### config.mk
export PLATFORM = sky130hd
export DESIGN_NAME = scgen_top
export DESIGN_NICKNAME = d
export VERILOG_FILES = /design/src/scgen_pkg.sv /design/src/scgen_frac_div.sv /design/src/scgen_top.sv
export SDC_FILE = /design/constraint.sdc
export NUM_CORES = 1
export LEC_CHECK = 0
export BUFFER_PORTS_ARGS = -buffer_cell sky130_fd_sc_hd__buf_4
export CORE_MARGIN = 1.5
export CORE_UTILIZATION = 60
export CTS_CLUSTER_DIAMETER = 120
export DETAILED_ROUTE_END_ITERATION = 8
export PLACE_DENSITY = 0.79
export SLEW_MARGIN = 30
export SYNTH_ARGS = -nofsm -noshare
export SYNTH_HDL_FRONTEND = slang
export SYNTH_SLANG_ARGS = --single-unit
### constraint.sdc
create_clock -name ref_clk_in -period 3.9 [get_ports ref_clk_in]
set_clock_uncertainty 0.1 [all_clocks]
set_input_delay 0.585 -clock ref_clk_in [delete_from_list [all_inputs] [get_ports ref_clk_in]]
set_output_delay 0.585 -clock ref_clk_in [all_outputs]
set_load 0.1 [all_outputs]
### src/scgen_pkg.sv
// constants and types for the system and audio clock generator
package scgen_pkg;

  // ----------------------------------------------------------------
  // register offsets
  // ----------------------------------------------------------------
  localparam logic [7:0] ADDR_CLKEN0  = 8'h63;
  localparam logic [7:0] ADDR_CLKEN1  = 8'h64;
  localparam logic [7:0] ADDR_MODULE_CLOCK_ENABLE_2  = 8'h65;
  localparam logic [7:0] ADDR_SYSTEM_CLOCK_SELECT  = 8'h66;
  localparam logic [7:0] ADDR_I2SSTEP = 8'h67;
  localparam logic [7:0] ADDR_I2SMOD  = 8'h68;
  localparam logic [7:0] ADDR_CDCSTEP = 8'h6c;
  localparam logic [7:0] ADDR_CDCMOD  = 8'h6d;
  localparam logic [7:0] ADDR_HSUPPER = 8'h70;
  localparam logic [7:0] ADDR_STATUS  = 8'h74;

  // ----------------------------------------------------------------
  // reset values
  // ----------------------------------------------------------------
  localparam logic [7:0] RST_CLKEN0  = 8'h83;
  localparam logic [7:0] RST_CLKEN1  = 8'h00;
  localparam logic [7:0] RST_MODULE_CLOCK_ENABLE_2  = 8'h30;
  localparam logic [7:0] RST_SYSTEM_CLOCK_SELECT  = 8'h06;
  localparam logic [7:0] RST_I2SSTEP = 8'h00;
  localparam logic [7:0] RST_I2SMOD  = 8'h02;
  localparam logic [7:0] RST_CDCSTEP = 8'h01;
  localparam logic [7:0] RST_CDCMOD  = 8'h02;
  localparam logic [7:0] RST_HSUPPER = 8'h00;

  // ----------------------------------------------------------------
  // field positions and module count
  // ----------------------------------------------------------------
  localparam int SRC_MSB     = 6;
  localparam int SRC_LSB     = 5;
  localparam int DIV_MSB     = 4;
  localparam int HS_LOW_BIT  = 7;
  localparam int HS_HIGH_BIT = 0;
  localparam int FEN_BIT     = 7;
  localparam int STEP_MSB    = 6;
  localparam int MODULE_NUM  = 24;

  // fixed two-thirds ratio
  localparam logic [6:0] TWO_THIRDS_STEP = 7'h02;
  localparam logic [7:0] TWO_THIRDS_MOD  = 8'h03;

  typedef enum logic [1:0] {
    SRC_RC    = 2'b00,
    SRC_HS    = 2'b01,
    SRC_HSDIV = 2'b10,
    SRC_32M   = 2'b11
  } scgen_src_t;

  typedef enum logic [1:0] {
    HS_DBL   = 2'b00,
    HS_RC    = 2'b01,
    HS_PAD0  = 2'b10,
    HS_PAD1  = 2'b11
  } scgen_hs_t;

  typedef struct packed {
    logic       en;
    logic [6:0] step;
    logic [7:0] modulus;
  } scgen_frac_cfg_t;

endpackage : scgen_pkg

### src/scgen_frac_div.sv
// step/modulus accumulator divider on a tick stream
`timescale 1ns/1ns
`default_nettype none
module scgen_frac_div
  import scgen_pkg::*;
(
  input  wire logic            clk_in,
  input  wire logic            rst_in,
  input  wire logic            tick_in,
  input  wire scgen_frac_cfg_t cfg_in,
  output logic                 pulse_out
);

  logic [8:0] sum;
  logic [7:0] acc_ff;
  logic       wrap;

  // ----------------------------------------------------------------
  // accumulator
  // ----------------------------------------------------------------
  // one wrap per tick at most, since modulus stays at or above the step
  always_comb
  begin
    sum  = {1'b0, acc_ff} + {2'b00, cfg_in.step};
    wrap = tick_in && cfg_in.en && (cfg_in.modulus != 8'h00) &&
           (sum >= {1'b0, cfg_in.modulus});
  end

  // RL19: add step, wrap at modulus
  always_ff @(posedge clk_in)
  begin
    if (rst_in || !cfg_in.en)
      acc_ff <= 8'h00;
    else if (wrap)
      acc_ff <= 8'(sum - {1'b0, cfg_in.modulus});
    else if (tick_in)
      acc_ff <= sum[7:0];
  end

  always_ff @(posedge clk_in)
  begin
    if (rst_in)
      pulse_out <= 1'b0;
    else
      pulse_out <= wrap;
  end

  frac_pulse_src_a: assert property ( // RL19
    @(posedge clk_in) disable iff (rst_in)
    pulse_out |-> $past(tick_in) && $past(cfg_in.en))
    else $error("divider pulsed without tick or enable");

  frac_off_a: assert property ( // RL12
    @(posedge clk_in) disable iff (rst_in)
    !cfg_in.en |=> !pulse_out)
    else $error("disabled divider produced a pulse");

endmodule : scgen_frac_div
`default_nettype wire

### src/scgen_top.sv
// system, timer, audio clock generation and module clock gating
//
// The plain strobed port was left to the implementer.
`timescale 1ns/1ns
`default_nettype none
// Contract
// RL1: core clock chosen from four sources by a two-bit field.
// RL2: field 00 rc, 01 high speed, 10 divided high speed, 11 32 MHz.
// RL3: 32 MHz candidate is 48 MHz times two thirds.
// RL4: high-speed clock chosen by a select split over two registers.
// RL5: 00 doubled 48 MHz, 01 rc, 1x crystal pad clock.
// RL6: in divided mode output equals high speed over five-bit divider.
// RL7: software never writes divider values zero or one.
// RL8: 48 MHz made by doubling crystal; it feeds audio dividers.
// RL9: three enable registers gate clocks of individual modules.
// RL10: enable bit one passes the module clock, zero stops it.
// RL11: timer clock fixed 16 MHz, crystal through two-thirds divider.
// RL12: serial-audio clock runs only while its enable bit is set.
// RL13: serial-audio step is seven low bits, modulus the next register.
// RL14: serial-audio rate is 48 MHz times step over modulus.
// RL15: software keeps every modulus at least twice its step.
// RL16: codec clock runs only while its enable bit is set.
// RL17: codec_divider_step is seven low bits, modulus the following register.
// RL18: codec rate is 48 MHz times step over modulus.
// RL19: fractional dividers accumulate step modulo modulus, pulse on wrap.
// RL20: selection and enable changes never cut a clock pulse short.
module scgen_top
  import scgen_pkg::*;
(
  input  wire logic                  ref_clk_in,
  input  wire logic                  rst_in,
  input  wire logic [7:0]            reg_addr_in,
  input  wire logic [7:0]            reg_wdata_in,
  input  wire logic                  reg_wr_in,
  input  wire logic                  reg_rd_in,
  output logic [7:0]                 reg_rdata_out,
  input  wire logic                  rc_oscillator_clock_in,
  input  wire logic                  crystal_pad_clock_in,
  output logic                       system_clock_out,
  output logic                       high_speed_clock_out,
  output logic                       timer_clock_out,
  output logic                       audio_serial_clock_out,
  output logic                       codec_clock_out,
  output logic [scgen_pkg::MODULE_NUM-1:0] module_clock_out
);
  import scgen_pkg::*;

  // ----------------------------------------------------------------
  // register storage
  // ----------------------------------------------------------------
  logic [7:0] clken0_ff;
  logic [7:0] clken1_ff;
  logic [7:0] module_clock_enable_2_ff;
  logic [7:0] system_clock_select_ff;
  logic [7:0] i2s_step_ff;
  logic [7:0] i2s_mod_ff;
  logic [7:0] cdc_step_ff;
  logic [7:0] cdc_mod_ff;
  logic [7:0] hs_upper_ff;

  // ----------------------------------------------------------------
  // clock tick streams
  // ----------------------------------------------------------------
  // every clock here is a one-cycle enable on ref_clk_in
  logic            dbl_pend_ff;
  logic            dbl_tick;
  logic            hs_tick;
  logic            hsdiv_tick;
  logic            f32_tick;
  logic            tmr_tick;
  logic            i2s_tick;
  logic            cdc_tick;
  logic            sys_tick;
  logic [4:0]      hsdiv_cnt_ff;
  scgen_hs_t       hs_req;
  scgen_hs_t       hs_sel_ff;
  scgen_src_t      sys_req;
  scgen_src_t      sys_sel_ff;
  scgen_frac_cfg_t i2s_cfg;
  scgen_frac_cfg_t cdc_cfg;
  scgen_frac_cfg_t twothirds_cfg;
  logic [MODULE_NUM-1:0] mod_en;
  logic [7:0]      status;

  // ----------------------------------------------------------------
  // register writes
  // ----------------------------------------------------------------
  // RL9: module enable registers
  always_ff @(posedge ref_clk_in)
  begin
    if (rst_in)
    begin
      clken0_ff <= RST_CLKEN0;
      clken1_ff <= RST_CLKEN1;
      module_clock_enable_2_ff <= RST_MODULE_CLOCK_ENABLE_2;
    end
    else if (reg_wr_in)
    begin
      if (reg_addr_in == ADDR_CLKEN0)
        clken0_ff <= reg_wdata_in;
      else if (reg_addr_in == ADDR_CLKEN1)
        clken1_ff <= reg_wdata_in;
      else if (reg_addr_in == ADDR_MODULE_CLOCK_ENABLE_2)
        module_clock_enable_2_ff <= reg_wdata_in;
    end
  end

  // RL1: source and divider settings
  always_ff @(posedge ref_clk_in)
  begin
    if (rst_in)
    begin
      system_clock_select_ff   <= RST_SYSTEM_CLOCK_SELECT;
      hs_upper_ff <= RST_HSUPPER;
    end
    else if (reg_wr_in)
    begin
      if (reg_addr_in == ADDR_SYSTEM_CLOCK_SELECT)
        system_clock_select_ff <= reg_wdata_in;
      else if (reg_addr_in == ADDR_HSUPPER)
        hs_upper_ff <= reg_wdata_in;
    end
  end

  // RL13: audio divider settings
  always_ff @(posedge ref_clk_in)
  begin
    if (rst_in)
    begin
      i2s_step_ff <= RST_I2SSTEP;
      i2s_mod_ff  <= RST_I2SMOD;
      cdc_step_ff <= RST_CDCSTEP;
      cdc_mod_ff  <= RST_CDCMOD;
    end
    else if (reg_wr_in)
    begin
      if (reg_addr_in == ADDR_I2SSTEP)
        i2s_step_ff <= reg_wdata_in;
      else if (reg_addr_in == ADDR_I2SMOD)
        i2s_mod_ff <= reg_wdata_in;
      else if (reg_addr_in == ADDR_CDCSTEP)
        cdc_step_ff <= reg_wdata_in;
      else if (reg_addr_in == ADDR_CDCMOD)
        cdc_mod_ff <= reg_wdata_in;
    end
  end

  // ----------------------------------------------------------------
  // register reads
  // ----------------------------------------------------------------
  always_comb
  begin
    status = {2'b00, codec_clock_out, audio_serial_clock_out,
              hs_sel_ff, sys_sel_ff};
  end

  // data stands one cycle only; unmapped offsets read zero
  always_ff @(posedge ref_clk_in)
  begin
    if (rst_in || !reg_rd_in)
      reg_rdata_out <= 8'h00;
    else if (reg_addr_in == ADDR_CLKEN0)
      reg_rdata_out <= clken0_ff;
    else if (reg_addr_in == ADDR_CLKEN1)
      reg_rdata_out <= clken1_ff;
    else if (reg_addr_in == ADDR_MODULE_CLOCK_ENABLE_2)
      reg_rdata_out <= module_clock_enable_2_ff;
    else if (reg_addr_in == ADDR_SYSTEM_CLOCK_SELECT)
      reg_rdata_out <= system_clock_select_ff;
    else if (reg_addr_in == ADDR_I2SSTEP)
      reg_rdata_out <= i2s_step_ff;
    else if (reg_addr_in == ADDR_I2SMOD)
      reg_rdata_out <= i2s_mod_ff;
    else if (reg_addr_in == ADDR_CDCSTEP)
      reg_rdata_out <= cdc_step_ff;
    else if (reg_addr_in == ADDR_CDCMOD)
      reg_rdata_out <= cdc_mod_ff;
    else if (reg_addr_in == ADDR_HSUPPER)
      reg_rdata_out <= hs_upper_ff;
    else if (reg_addr_in == ADDR_STATUS)
      reg_rdata_out <= status;
    else
      reg_rdata_out <= 8'h00;
  end

  // ----------------------------------------------------------------
  // frequency doubler
  // ----------------------------------------------------------------
  // RL8: each crystal tick yields two 48 MHz ticks, back to back;
  // needs crystal ticks at least two cycles apart
  always_ff @(posedge ref_clk_in)
  begin
    if (rst_in)
      dbl_pend_ff <= 1'b0;
    else
      dbl_pend_ff <= crystal_pad_clock_in;
  end

  assign dbl_tick = crystal_pad_clock_in | dbl_pend_ff;

  // ----------------------------------------------------------------
  // high-speed clock select
  // ----------------------------------------------------------------
  function automatic logic hs_pick(input scgen_hs_t sel,
                                   input logic dbl,
                                   input logic rc,
                                   input logic pad);
    case (sel)
      HS_DBL:  hs_pick = dbl;
      HS_RC:   hs_pick = rc;
      default: hs_pick = pad;
    endcase
  endfunction : hs_pick

  // RL4: select split over two registers
  assign hs_req = scgen_hs_t'({hs_upper_ff[HS_HIGH_BIT],
                               system_clock_select_ff[HS_LOW_BIT]});

  // RL20: switch only while old and new sources are both idle
  always_ff @(posedge ref_clk_in)
  begin
    if (rst_in)
      hs_sel_ff <= HS_DBL;
    else if (!hs_pick(hs_sel_ff, dbl_tick, rc_oscillator_clock_in,
                      crystal_pad_clock_in) &&
             !hs_pick(hs_req, dbl_tick, rc_oscillator_clock_in,
                      crystal_pad_clock_in))
      hs_sel_ff <= hs_req;
  end

  // RL5: 00 doubled, 01 rc, 1x pad
  assign hs_tick = hs_pick(hs_sel_ff, dbl_tick, rc_oscillator_clock_in,
                           crystal_pad_clock_in);

  // ----------------------------------------------------------------
  // integer divider of the high-speed clock
  // ----------------------------------------------------------------
  // RL6: one pulse per divider-value high-speed ticks
  always_ff @(posedge ref_clk_in)
  begin
    if (rst_in)
      hsdiv_cnt_ff <= 5'h00;
    else if (hsdiv_tick)
      hsdiv_cnt_ff <= 5'h00;
    else if (hs_tick)
      hsdiv_cnt_ff <= hsdiv_cnt_ff + 5'h01;
  end

  // RL7: values zero and one are left undefined for software
  // compare with >= so a divider cut below the count still ends the period
  assign hsdiv_tick = hs_tick &&
                      (hsdiv_cnt_ff >= system_clock_select_ff[DIV_MSB:0] - 5'h01);

  // ----------------------------------------------------------------
  // fractional dividers
  // ----------------------------------------------------------------
  assign twothirds_cfg = '{en: 1'b1, step: TWO_THIRDS_STEP,
                           modulus: TWO_THIRDS_MOD};

  // RL3: 32 MHz from 48 MHz
  scgen_frac_div u_f32 (
    .clk_in    (ref_clk_in),
    .rst_in    (rst_in),
    .tick_in   (dbl_tick),
    .cfg_in    (twothirds_cfg),
    .pulse_out (f32_tick)
  );

  // RL11: 16 MHz timer clock from crystal
  scgen_frac_div u_tmr (
    .clk_in    (ref_clk_in),
    .rst_in    (rst_in),
    .tick_in   (crystal_pad_clock_in),
    .cfg_in    (twothirds_cfg),
    .pulse_out (tmr_tick)
  );

  // RL12: enable bit; RL13: step and modulus fields
  assign i2s_cfg = '{en: i2s_step_ff[FEN_BIT],
                     step: i2s_step_ff[STEP_MSB:0],
                     modulus: i2s_mod_ff};

  // RL14: 48 MHz times step over modulus
  scgen_frac_div u_i2s (
    .clk_in    (ref_clk_in),
    .rst_in    (rst_in),
    .tick_in   (dbl_tick),
    .cfg_in    (i2s_cfg),
    .pulse_out (i2s_tick)
  );

  // RL16: enable bit; RL17: step and modulus fields
  assign cdc_cfg = '{en: cdc_step_ff[FEN_BIT],
                     step: cdc_step_ff[STEP_MSB:0],
                     modulus: cdc_mod_ff};

  // RL18: 48 MHz times step over modulus
  scgen_frac_div u_cdc (
    .clk_in    (ref_clk_in),
    .rst_in    (rst_in),
    .tick_in   (dbl_tick),
    .cfg_in    (cdc_cfg),
    .pulse_out (cdc_tick)
  );

  // ----------------------------------------------------------------
  // system clock select
  // ----------------------------------------------------------------
  function automatic logic sys_pick(input scgen_src_t sel,
                                    input logic rc,
                                    input logic hs,
                                    input logic hsd,
                                    input logic f32);
    case (sel)
      SRC_RC:    sys_pick = rc;
      SRC_HS:    sys_pick = hs;
      SRC_HSDIV: sys_pick = hsd;
      default:   sys_pick = f32;
    endcase
  endfunction : sys_pick

  assign sys_req = scgen_src_t'(system_clock_select_ff[SRC_MSB:SRC_LSB]);

  // RL20: hand over between pulses, never inside one
  always_ff @(posedge ref_clk_in)
  begin
    if (rst_in)
      sys_sel_ff <= SRC_RC;
    else if (!sys_pick(sys_sel_ff, rc_oscillator_clock_in, hs_tick,
                       hsdiv_tick, f32_tick) &&
             !sys_pick(sys_req, rc_oscillator_clock_in, hs_tick,
                       hsdiv_tick, f32_tick))
      sys_sel_ff <= sys_req;
  end

  // RL1: chosen source; RL2: encoding
  assign sys_tick = sys_pick(sys_sel_ff, rc_oscillator_clock_in,
                             hs_tick, hsdiv_tick, f32_tick);

  // ----------------------------------------------------------------
  // outputs
  // ----------------------------------------------------------------
  always_ff @(posedge ref_clk_in)
  begin
    if (rst_in)
    begin
      system_clock_out       <= 1'b0;
      high_speed_clock_out   <= 1'b0;
      timer_clock_out        <= 1'b0;
      audio_serial_clock_out <= 1'b0;
      codec_clock_out        <= 1'b0;
    end
    else
    begin
      system_clock_out       <= sys_tick;
      high_speed_clock_out   <= hs_tick;
      timer_clock_out        <= tmr_tick;
      audio_serial_clock_out <= i2s_tick;
      codec_clock_out        <= cdc_tick;
    end
  end

  // ----------------------------------------------------------------
  // module clock gating
  // ----------------------------------------------------------------
  assign mod_en = {module_clock_enable_2_ff, clken1_ff, clken0_ff};

  // RL10: one passes, zero stops; enables move only between pulses
  always_ff @(posedge ref_clk_in)
  begin
    if (rst_in)
      module_clock_out <= '0;
    else
      module_clock_out <= {MODULE_NUM{sys_tick}} & mod_en;
  end

  // ----------------------------------------------------------------
  // checks
  // ----------------------------------------------------------------
  system_clock_select_write_a: assert property ( // RL1
    @(posedge ref_clk_in) disable iff (rst_in)
    reg_wr_in && reg_addr_in == ADDR_SYSTEM_CLOCK_SELECT
    |=> system_clock_select_ff == $past(reg_wdata_in))
    else $error("select register missed a write");

  read_window_a: assert property (
    @(posedge ref_clk_in) disable iff (rst_in)
    !reg_rd_in |=> reg_rdata_out == 8'h00)
    else $error("read data outside its cycle");

  sys_source_a: assert property ( // RL2
    @(posedge ref_clk_in) disable iff (rst_in)
    sys_sel_ff == SRC_RC && rc_oscillator_clock_in
    |=> system_clock_out)
    else $error("rc source not passed to system clock");

  hs_pad_a: assert property ( // RL5
    @(posedge ref_clk_in) disable iff (rst_in)
    hs_sel_ff[1] |-> hs_tick == crystal_pad_clock_in)
    else $error("pad select not followed");

  hsdiv_count_a: assert property ( // RL6
    @(posedge ref_clk_in) disable iff (rst_in)
    hsdiv_tick |=> hsdiv_cnt_ff == 5'h00)
    else $error("divider count not restarted");

  doubler_pair_a: assert property ( // RL8
    @(posedge ref_clk_in) disable iff (rst_in)
    crystal_pad_clock_in |-> dbl_tick ##1 dbl_tick)
    else $error("doubler missed second tick");

  sel_switch_a: assert property ( // RL20
    @(posedge ref_clk_in) disable iff (rst_in)
    $changed(sys_sel_ff) |-> !$past(sys_tick))
    else $error("source switched inside a pulse");

  gate_pass_a: assert property ( // RL10
    @(posedge ref_clk_in) disable iff (rst_in)
    sys_tick && mod_en[0] |=> module_clock_out[0])
    else $error("enabled module clock not passed");

endmodule : scgen_top
`default_nettype wire

==> metrics.md, run 1 <==
| Metric | Value |
|---|---|
| First-pass GRT wire length | `around 33 mm` |
| Startpoint Class | `register` |
| Antenna Nets Post-Route | `0` |
| Vias per std cell | `a little under 6` |
| Final #Nets | `1097` |
| Site Rows | `43` |
| Die Area | `between 0.01 and 0.015 mm²` |
| RSZ-0062 raised after global routing | `no` |
| Synth Area in Adders | `7.267%` |
| Post-synthesis mux area share | `a little under a tenth` |
| Hold_buf cts | `0` |
| CP peak stage delay | `around 0.43 ns` |
| Via Count | `between 7000 and 8000` |
| Largest net degree at the start of global routing | `57` |
| Metal2 WL | `9.226 mm` |
| Tcrit/Tclk final | `between 90% and 100%` |
| Post-synthesis cell type count | `80` |
| Placeable Area | `0.01388 mm²` |
| Max-cap violations | `0` |
| Sequential fraction of the synthesis area | `36.48%` |
| Fin. Hold Viols | `0` |
| Synth Flop Type | `dfxtp_1` |
| Layout cells sized above 1 | `12.31%` |
| Max Used Layer | `met4` |
| Crit. Startpoint | `i2s_step_ff[0]` |
| Worst R2R End | `u_i2s.acc_ff[0]` |
| Metal3 WL | `approximately 1.1 mm` |
| Leak | `roughly 3.8 nW` |
| Num ports | `59` |
| Leading area contributor after synthesis | `dfxtp_1` |
| Number of global-route vias before repair | `6562` |
| Top cells by area, synth | `dfxtp_1, mux2i_1, ha_1` |
| Mapped Cells | `1006` |
| Setup crit end | `u_i2s.acc_ff[0]` |
| CP max FO | `9` |
| Wl on met1 | `9.394 mm` |
| Clock H-tree levels | `4` |
| XOR/XNOR Fraction of Synth Area | `under 10%` |
| RePlAce Congestion | `0.8776` |
| Yosys top cell area share | `~36%` |
| WP depth | `13` |
| Most numerous cell in the Yosys netlist | `dfxtp_1` |
| Synth Area in Compound Gates | `15.99%` |
| CTS buffer count | `17` |
| Final setup fails | `0` |
| Area growth syn-to-layout | `11.96%` |
| N_diodes | `0` |
| Critical Path End Type | `register` |
| Crit-path cells | `ha_1, fa_1, a211oi_1, o21bai_1, a21oi_1, xnor2_1, ha_1, or3_1, o32ai_2, o221ai_1, and3_4, mux2_2, a211oi_1` |
| Final core occ | `roughly two thirds` |
| Syn Nets | `between 1000 and 1500` |
| Most frequent cells after synthesis | `dfxtp_1, nor2_1, nand2_1` |
| Clock Tree Buf Depth | `2` |
| IO Port Bufs | `58` |
| Pins Over Slew Limit | `0` |
| Post-synthesis cell area | `0.008506 mm²` |
| Synth Area in Simple Gates | `21.76%` |
| WS Path Type | `reg -> reg` |
| Antenna violations before repair | `0` |
| CTS Root Cell | `clkbuf_16` |
| Post-Synthesis Mean Instance Area | `between 8 and 9 µm²` |
| Outcome | `completed` |
| Total routed wirelength | `roughly 20 mm` |
| Drc violations | `0` |
| Final hold slack | `between 0.3 and 0.4 ns` |
| Largest family of logic cells by synthesized area | `simple AND/OR/NAND/NOR gates` |
| Reg2reg path depth | `13` |
| Maximum vdd drop | `0.0003742 V` |
| WL/cell | `16.61 µm` |
| Critical path's slowest cell | `fa_1` |
| EDFF count, synth | `0` |
| CTS tree | `built` |
| DIE HEIGHT | `122.1 µm` |
| Overflow after GRT | `0` |
| Slew HR | `45.21%` |
| Worst reg2reg setup slack | `approximately 0.25 ns` |
| WP buf/inv | `0` |
| Synthesis Warnings | `0` |
| Worst hold-check path type | `reg -> reg` |
| Min Clock Period, post-route | `~3.6 ns` |
| Total GRT Usage | `28.04%` |
| DP HPWL | `14.22 mm` |
| Starting Density | `about three fifths` |
| Ys async rst share | `0%` |
| Highest clock rate | `roughly 270 MHz` |
| First-pass iteration count of the detailed router | `5` |
| Worst-skew pair later-pin latency | `about 0.43 ns` |
| Crit path arrival time | `3.88 ns` |
| Cell Pwr Density | `465.9 mW/mm²` |
| Total clock sinks | `155` |
| CP delay by family, top | `compound AO/OA/AOI/OAI gates` |
| Chip Width | `~120 µm` |
| Clock-pin slew on the worst setup and hold paths | `approximately 0.06 ns` |
| Worst r2r src | `i2s_step_ff[0]` |
| TNS Setup | `0 ns` |
| Worst path required time | `4.14 ns` |
| Drt first-iter violations | `approximately 610` |
| Worst Tran Pin Value | `roughly 0.82 ns` |
| Synthesized flop and latch total | `approximately 160` |
==> state kept, by name, summed over array words and instances (netlist names), 8 cells and up <==
signal                    count
cdc_step_ff                   8
i2s_mod_ff                    8
hs_upper_ff                   8
system_clock_select_ff        8
clken1_ff                     8
u_f32.acc_ff                  8
module_clock_out             24
cdc_mod_ff                    8
i2s_step_ff                   8
u_tmr.acc_ff                  8
reg_rdata_out                 8
module_clock_enable_2_ff      8
u_i2s.acc_ff                  8
clken0_ff                     8
u_cdc.acc_ff                  8
==> cell usage in the layout, fill, tap and decap left out, types with 3 or more instances in the layout <==
cell type	synthesis	final
a211oi_1	19	19
a21boi_0	4	4
a21o_1	8	8
a21oi_1	84	84
a41oi_1	3	3
and2_1	26	26
and3_1	11	10
and4_1	3	3
buf_4	1	67
clkbuf_16	0	17
clkinvlp_4	0	4
dfxtp_1	155	155
fa_1	4	4
ha_1	43	43
inv_1	34	34
inv_6	0	3
mux2_2	5	5
mux2i_1	73	73
nand2_1	87	87
nand2b_1	6	6
nand3_1	37	37
nand4_1	11	11
nor2_1	120	120
nor2b_1	17	17
nor3_1	18	18
nor3b_1	3	3
nor4_1	10	10
o211ai_1	5	5
o21a_1	6	6
o21ai_0	29	29
o21bai_1	4	4
o22ai_1	8	8
o2bb2ai_1	7	7
or2_2	4	4
or3_1	6	6
xnor2_1	25	25
xor2_1	15	15
==> cells by family (layout without fill, tap and decap cells) <==
group / count (synthesis) / in the layout
buffers and inverters: 98 / 132
adder cells (fa/ha/maj): 47 / 47
AO/OA/AOI/OAI: 209 / 209
flip-flops: 155 / 155
AND/OR/NAND/NOR: 378 / 378
XOR/XNOR: 40 / 40
multiplexers: 79 / 79
==> worst min path at each step <==
stage / slack, ns / depth (start not counted) / startpoint / endpoint
detailed placement: 0.32 / 1 / u_i2s.pulse_out / audio_serial_clock_out
CTS: 0.34 / 1 / u_i2s.pulse_out / audio_serial_clock_out
finish: 0.34 / 1 / u_i2s.pulse_out / audio_serial_clock_out
global placement: 0.32 / 1 / u_i2s.pulse_out / audio_serial_clock_out
global route: 0.35 / 1 / u_cdc.pulse_out / codec_clock_out
floorplan: 0.31 / 1 / u_i2s.pulse_out / audio_serial_clock_out
==> worst register-to-register path: stages (launching register included) <==
cell and delay (ns):
dfxtp_1 0.33, ha_1 0.23, fa_1 0.43, a211oi_1 0.22
o21bai_1 0.11, a21oi_1 0.23, xnor2_1 0.13, ha_1 0.21
or3_1 0.32, o32ai_2 0.29, o221ai_1 0.18, and3_4 0.26
mux2_2 0.28, a211oi_1 0.23
==> repair_timing <==
item,CTS,global route
setup buffers,0,0
gates resized for setup,0,2
setup endpoints to repair,0,6
==> area by class of cell <==
cell class              instances  area [µm²]
flip-flops and latches        155        3103
clock inverters                12       138.9
multi-input cells             753        4982
fillers                      1137        4358
well taps                     180       225.2
inverters                      34       127.6
repair buffers                 67       503.0
clock buffers                  19       442.9
==> report_power, final <==
group	internal (W)	switching (W)
logic	0.000422	0.000568
registers	0.00167	0.000145
clock network	0.000961	0.000671
==> metrics by stage <==
step	instances	total power (W)	cell area, µm²	worst slack (ns)
4_1_cts	1220	0.004450	9518	0.1365
3_3_place_gp	1189	0.002810	8936	0.2690
5_1_grt	1220	0.004652	9523	0.03900
3_5_place_dp	1189	0.002830	8936	0.1342
6_report	1220	0.004436	9523	0.2546
2_1_floorplan	1006	0.002685	8506	0.5747
==> per-layer routing <==
layer / vias up / track usage (%)
met5: - / 0
met4: 0 / 10.90
met3: 43 / 4.307
met2: 238 / 45.08
met1: 3384 / 37.92
li1: 3581 / -
Power figures use the tool's default switching activity.
==> inputs of run 2 (changes only) <==
Settings changed: ABC_AREA from default to 1.
==> metrics.md, run 2 <==
| Metric | Value |
|---|---|
| Outcome | `completed` |
| Layout cells sized above 1 | `10.17% (-2.1 points)` |
| Leading area contributor after synthesis | `dfxtp_1` |
| Sequential fraction of the synthesis area | `35.74% (-0.74 points)` |
| Post-synthesis cell area | `0.008682 mm² (+2.1%)` |
| Area growth syn-to-layout | `12.38%` |
| Number of global-route vias before repair | `7716 (+18%)` |
| Crit. Startpoint | `i2s_step_ff[0]` |
| Clock H-tree levels | `4 (unchanged)` |
| Total clock sinks | `155 (unchanged)` |
| Total Power | `0.004568 W (+3.0%)` |
| DP HPWL | `16.49 mm (+16%)` |
| Post-Synthesis Mean Instance Area | `6.896 µm² (-18%)` |
| TNS Setup | `0 ns (unchanged)` |
| Die Area | `0.01520 mm² (+2.0%)` |
| Min Clock Period, post-route | `3.291 ns (-0.3541 ns)` |
| Critical path's slowest cell | `fa_1` |
| Hold-critical path depth | `2 (+1)` |
| Crit-path cells | `ha_1, fa_1, nand3_1, nand3_1, xor2_1, inv_1, ha_1, a21o_1, a21boi_0, nand2_1, nand2_1, nand2_1, nand2_1, nand3_1, nand2_1, nor2_1` |
| Synth Flop Type | `dfxtp_1` |
| Synthesized flop and latch total | `155 (unchanged)` |
| Worst path required time | `4.12 ns (-0.02 ns)` |
| Via Count | `8325 (+15%)` |
| Vias per std cell | `5.557 (-6.4%)` |
| Most frequent cells in the layout | `nand2_1, inv_1, dfxtp_1` |
| WP depth | `16 (+3)` |
| CP peak stage delay | `0.43 ns (about the same)` |
| Final core occ | `69.75% (+1.1 points)` |
| Largest net degree at the start of global routing | `53 (-7.0%)` |
| Starting Density | `62.07% (+0.79 points)` |
| Total routed wirelength | `22.78 mm (+12%)` |
| Antenna Nets Post-Route | `0 (unchanged)` |
| Startpoint Class | `register` |
| Hold_buf cts | `0 (unchanged)` |
| CTS Root Cell | `clkbuf_16` |
| IO Port Bufs | `58 (unchanged)` |
| Pins Over Slew Limit | `0 (unchanged)` |
| Syn Nets | `1328 (+24%)` |
| Worst hold-check path type | `reg -> reg` |
| Top cells by area, synth | `dfxtp_1, nand2_1, inv_1` |
| Max Used Layer | `met4` |
| First-pass iteration count of the detailed router | `9 (+4)` |
| Worst r2r src | `i2s_step_ff[0]` |
| Leak | `4.715 nW (+23%)` |
| Postcts setup bufs | `0 (unchanged)` |
| WS Path Type | `reg -> reg` |
| Placeable Area | `0.01399 mm² (+0.78%)` |
| Largest Register | `module_clock_out` |
| Metal2 WL | `10.39 mm (+13%)` |
| Worst Tran Pin Value | `0.7000 ns (-0.1174 ns)` |
| Largest register FFs | `24 (unchanged)` |
| Most numerous cell in the Yosys netlist | `nand2_1` |
| Total GRT Usage | `31.34% (+3.3 points)` |
| Overflow after GRT | `0 (unchanged)` |
| CP dominant cell by count | `nand2_1` |
| WL/cell | `15.20 µm (-8.5%)` |
| RePlAce Congestion | `0.9696 (+10%)` |
| Mapped Cells | `1259 (+25%)` |
| Most frequent cells after synthesis | `nand2_1, inv_1, dfxtp_1` |
| Highest clock rate | `303.8 MHz (+11%)` |
| Site Rows | `43 (unchanged)` |
| Chip Width | `123.3 µm (+1.0%)` |
| Drt first-iter violations | `756 (+24%)` |
| Max-cap violations | `0 (unchanged)` |
| EDFF count, synth | `0 (unchanged)` |
| CP max FO | `14 (+5)` |
| Leading cell type in the layout, fill and taps excluded | `nand2_1` |
| First-pass GRT wire length | `36.92 mm (+13%)` |
| Final setup fails | `0 (unchanged)` |
| Antenna violations before repair | `0 (unchanged)` |
| Drc violations | `0 (unchanged)` |
| Synthesis Warnings | `0 (unchanged)` |
| Fin. Hold Viols | `0 (unchanged)` |
| Final #Nets | `1374 (+25%)` |
| Wl on met1 | `9.982 mm (+6.3%)` |
| Num ports | `59 (unchanged)` |
| Post-synthesis cell type count | `40 (-50%)` |
| Clock-pin slew on the worst setup and hold paths | `0.06 ns (about the same)` |
| CTS tree | `built` |
| N_diodes | `0 (unchanged)` |
| CP delay by family, top | `simple AND/OR/NAND/NOR gates` |
| Critical Path End Type | `register` |
| CTS buffer count | `17 (unchanged)` |
| Slew HR | `53.05% (+7.8 points)` |
| Tcrit/Tclk final | `84.39% (-9.1 points)` |
| Metal3 WL | `1.672 mm (+51%)` |
| Crit path arrival time | `3.51 ns (-0.37 ns)` |
| # resized after CTS | `0 (unchanged)` |
| Ys async rst share | `0% (unchanged)` |
| Yosys top cell area share | `35.74% (-0.74 points)` |
| Cell Pwr Density | `468.2 mW/mm² (+0.50%)` |
| Maximum vdd drop | `0.0004822 V (+29%)` |
| Clock Tree Buf Depth | `2 (unchanged)` |
| RSZ-0062 raised after global routing | `no` |
| Hold_sp | `u_tmr.pulse_out` |
| Reg2reg path depth | `16 (+3)` |
| Worst-skew pair later-pin latency | `0.43 ns (about the same)` |
| WP buf/inv | `1 (+1)` |
| DIE HEIGHT | `123.3 µm (+1.0%)` |
[run 2: logic make-up after synthesis]
logic type               after synthesis  share of synthesized area (%)
AO/OA/AOI/OAI                        248                          14.80
buffers and inverters                231                          10.77
adder cells (fa/ha/maj)               47                          7.119
XOR/XNOR                              36                          3.632
AND/OR/NAND/NOR                      542                          27.94
flip-flops                           155                          35.74
[run 2: layer usage]
layer / up-vias / GRT usage (%)
met3: 62 / 6.227
li1: 4178 / -
met4: 0 / 12.57
met2: 323 / 51.63
met5: - / 0
met1: 3762 / 40.35
[run 2: worst reg2reg max path, cell delays in order (launching register included)]
cell,delay (ns)
dfxtp_1,0.34
ha_1,0.24
fa_1,0.43
nand3_1,0.09
nand3_1,0.10
xor2_1,0.22
inv_1,0.07
ha_1,0.34
a21o_1,0.21
a21boi_0,0.15
nand2_1,0.08
nand2_1,0.08
nand2_1,0.10
nand2_1,0.37
nand3_1,0.13
nand2_1,0.08
nor2_1,0.04
[run 2: stage by stage]
step	std cells	hold WS (ns)	instance area (µm²)	setup WS, ns
2_1_floorplan	1259	0.2883	8682	1.011
3_3_place_gp	1466	0.3013	9173	0.7735
3_5_place_dp	1466	0.3034	9173	0.6708
4_1_cts	1498	0.3130	9757	0.6281
5_1_grt	1498	0.3309	9757	0.3180
6_report	1498	0.3129	9757	0.6087
[run 2: final timing paths]
kind	to	slack, ns
worst min register to register	timer_clock_out	0.31
worst max register to register	u_i2s.acc_ff[0]	0.61
worst min-delay path	timer_clock_out	0.31
worst max-delay path	u_i2s.acc_ff[0]	0.61
[run 2: where the power goes]
part	switching [W]	leakage (nW)	internal (W)	total, W
clock network	0.000713	0.283	0.000928	0.00164
logic	0.000747	3.18	0.000403	0.00115
registers	0.0000899	1.26	0.00169	0.00178
[run 2: final cells by class]
class	instances	area (µm²)
fillers	1209	4232
flip-flops and latches	155	3103
clock inverters	13	131.4
repair buffers	61	457.9
well taps	180	225.2
multi-input cells	873	4644
clock buffers	19	452.9
inverters	197	742.0
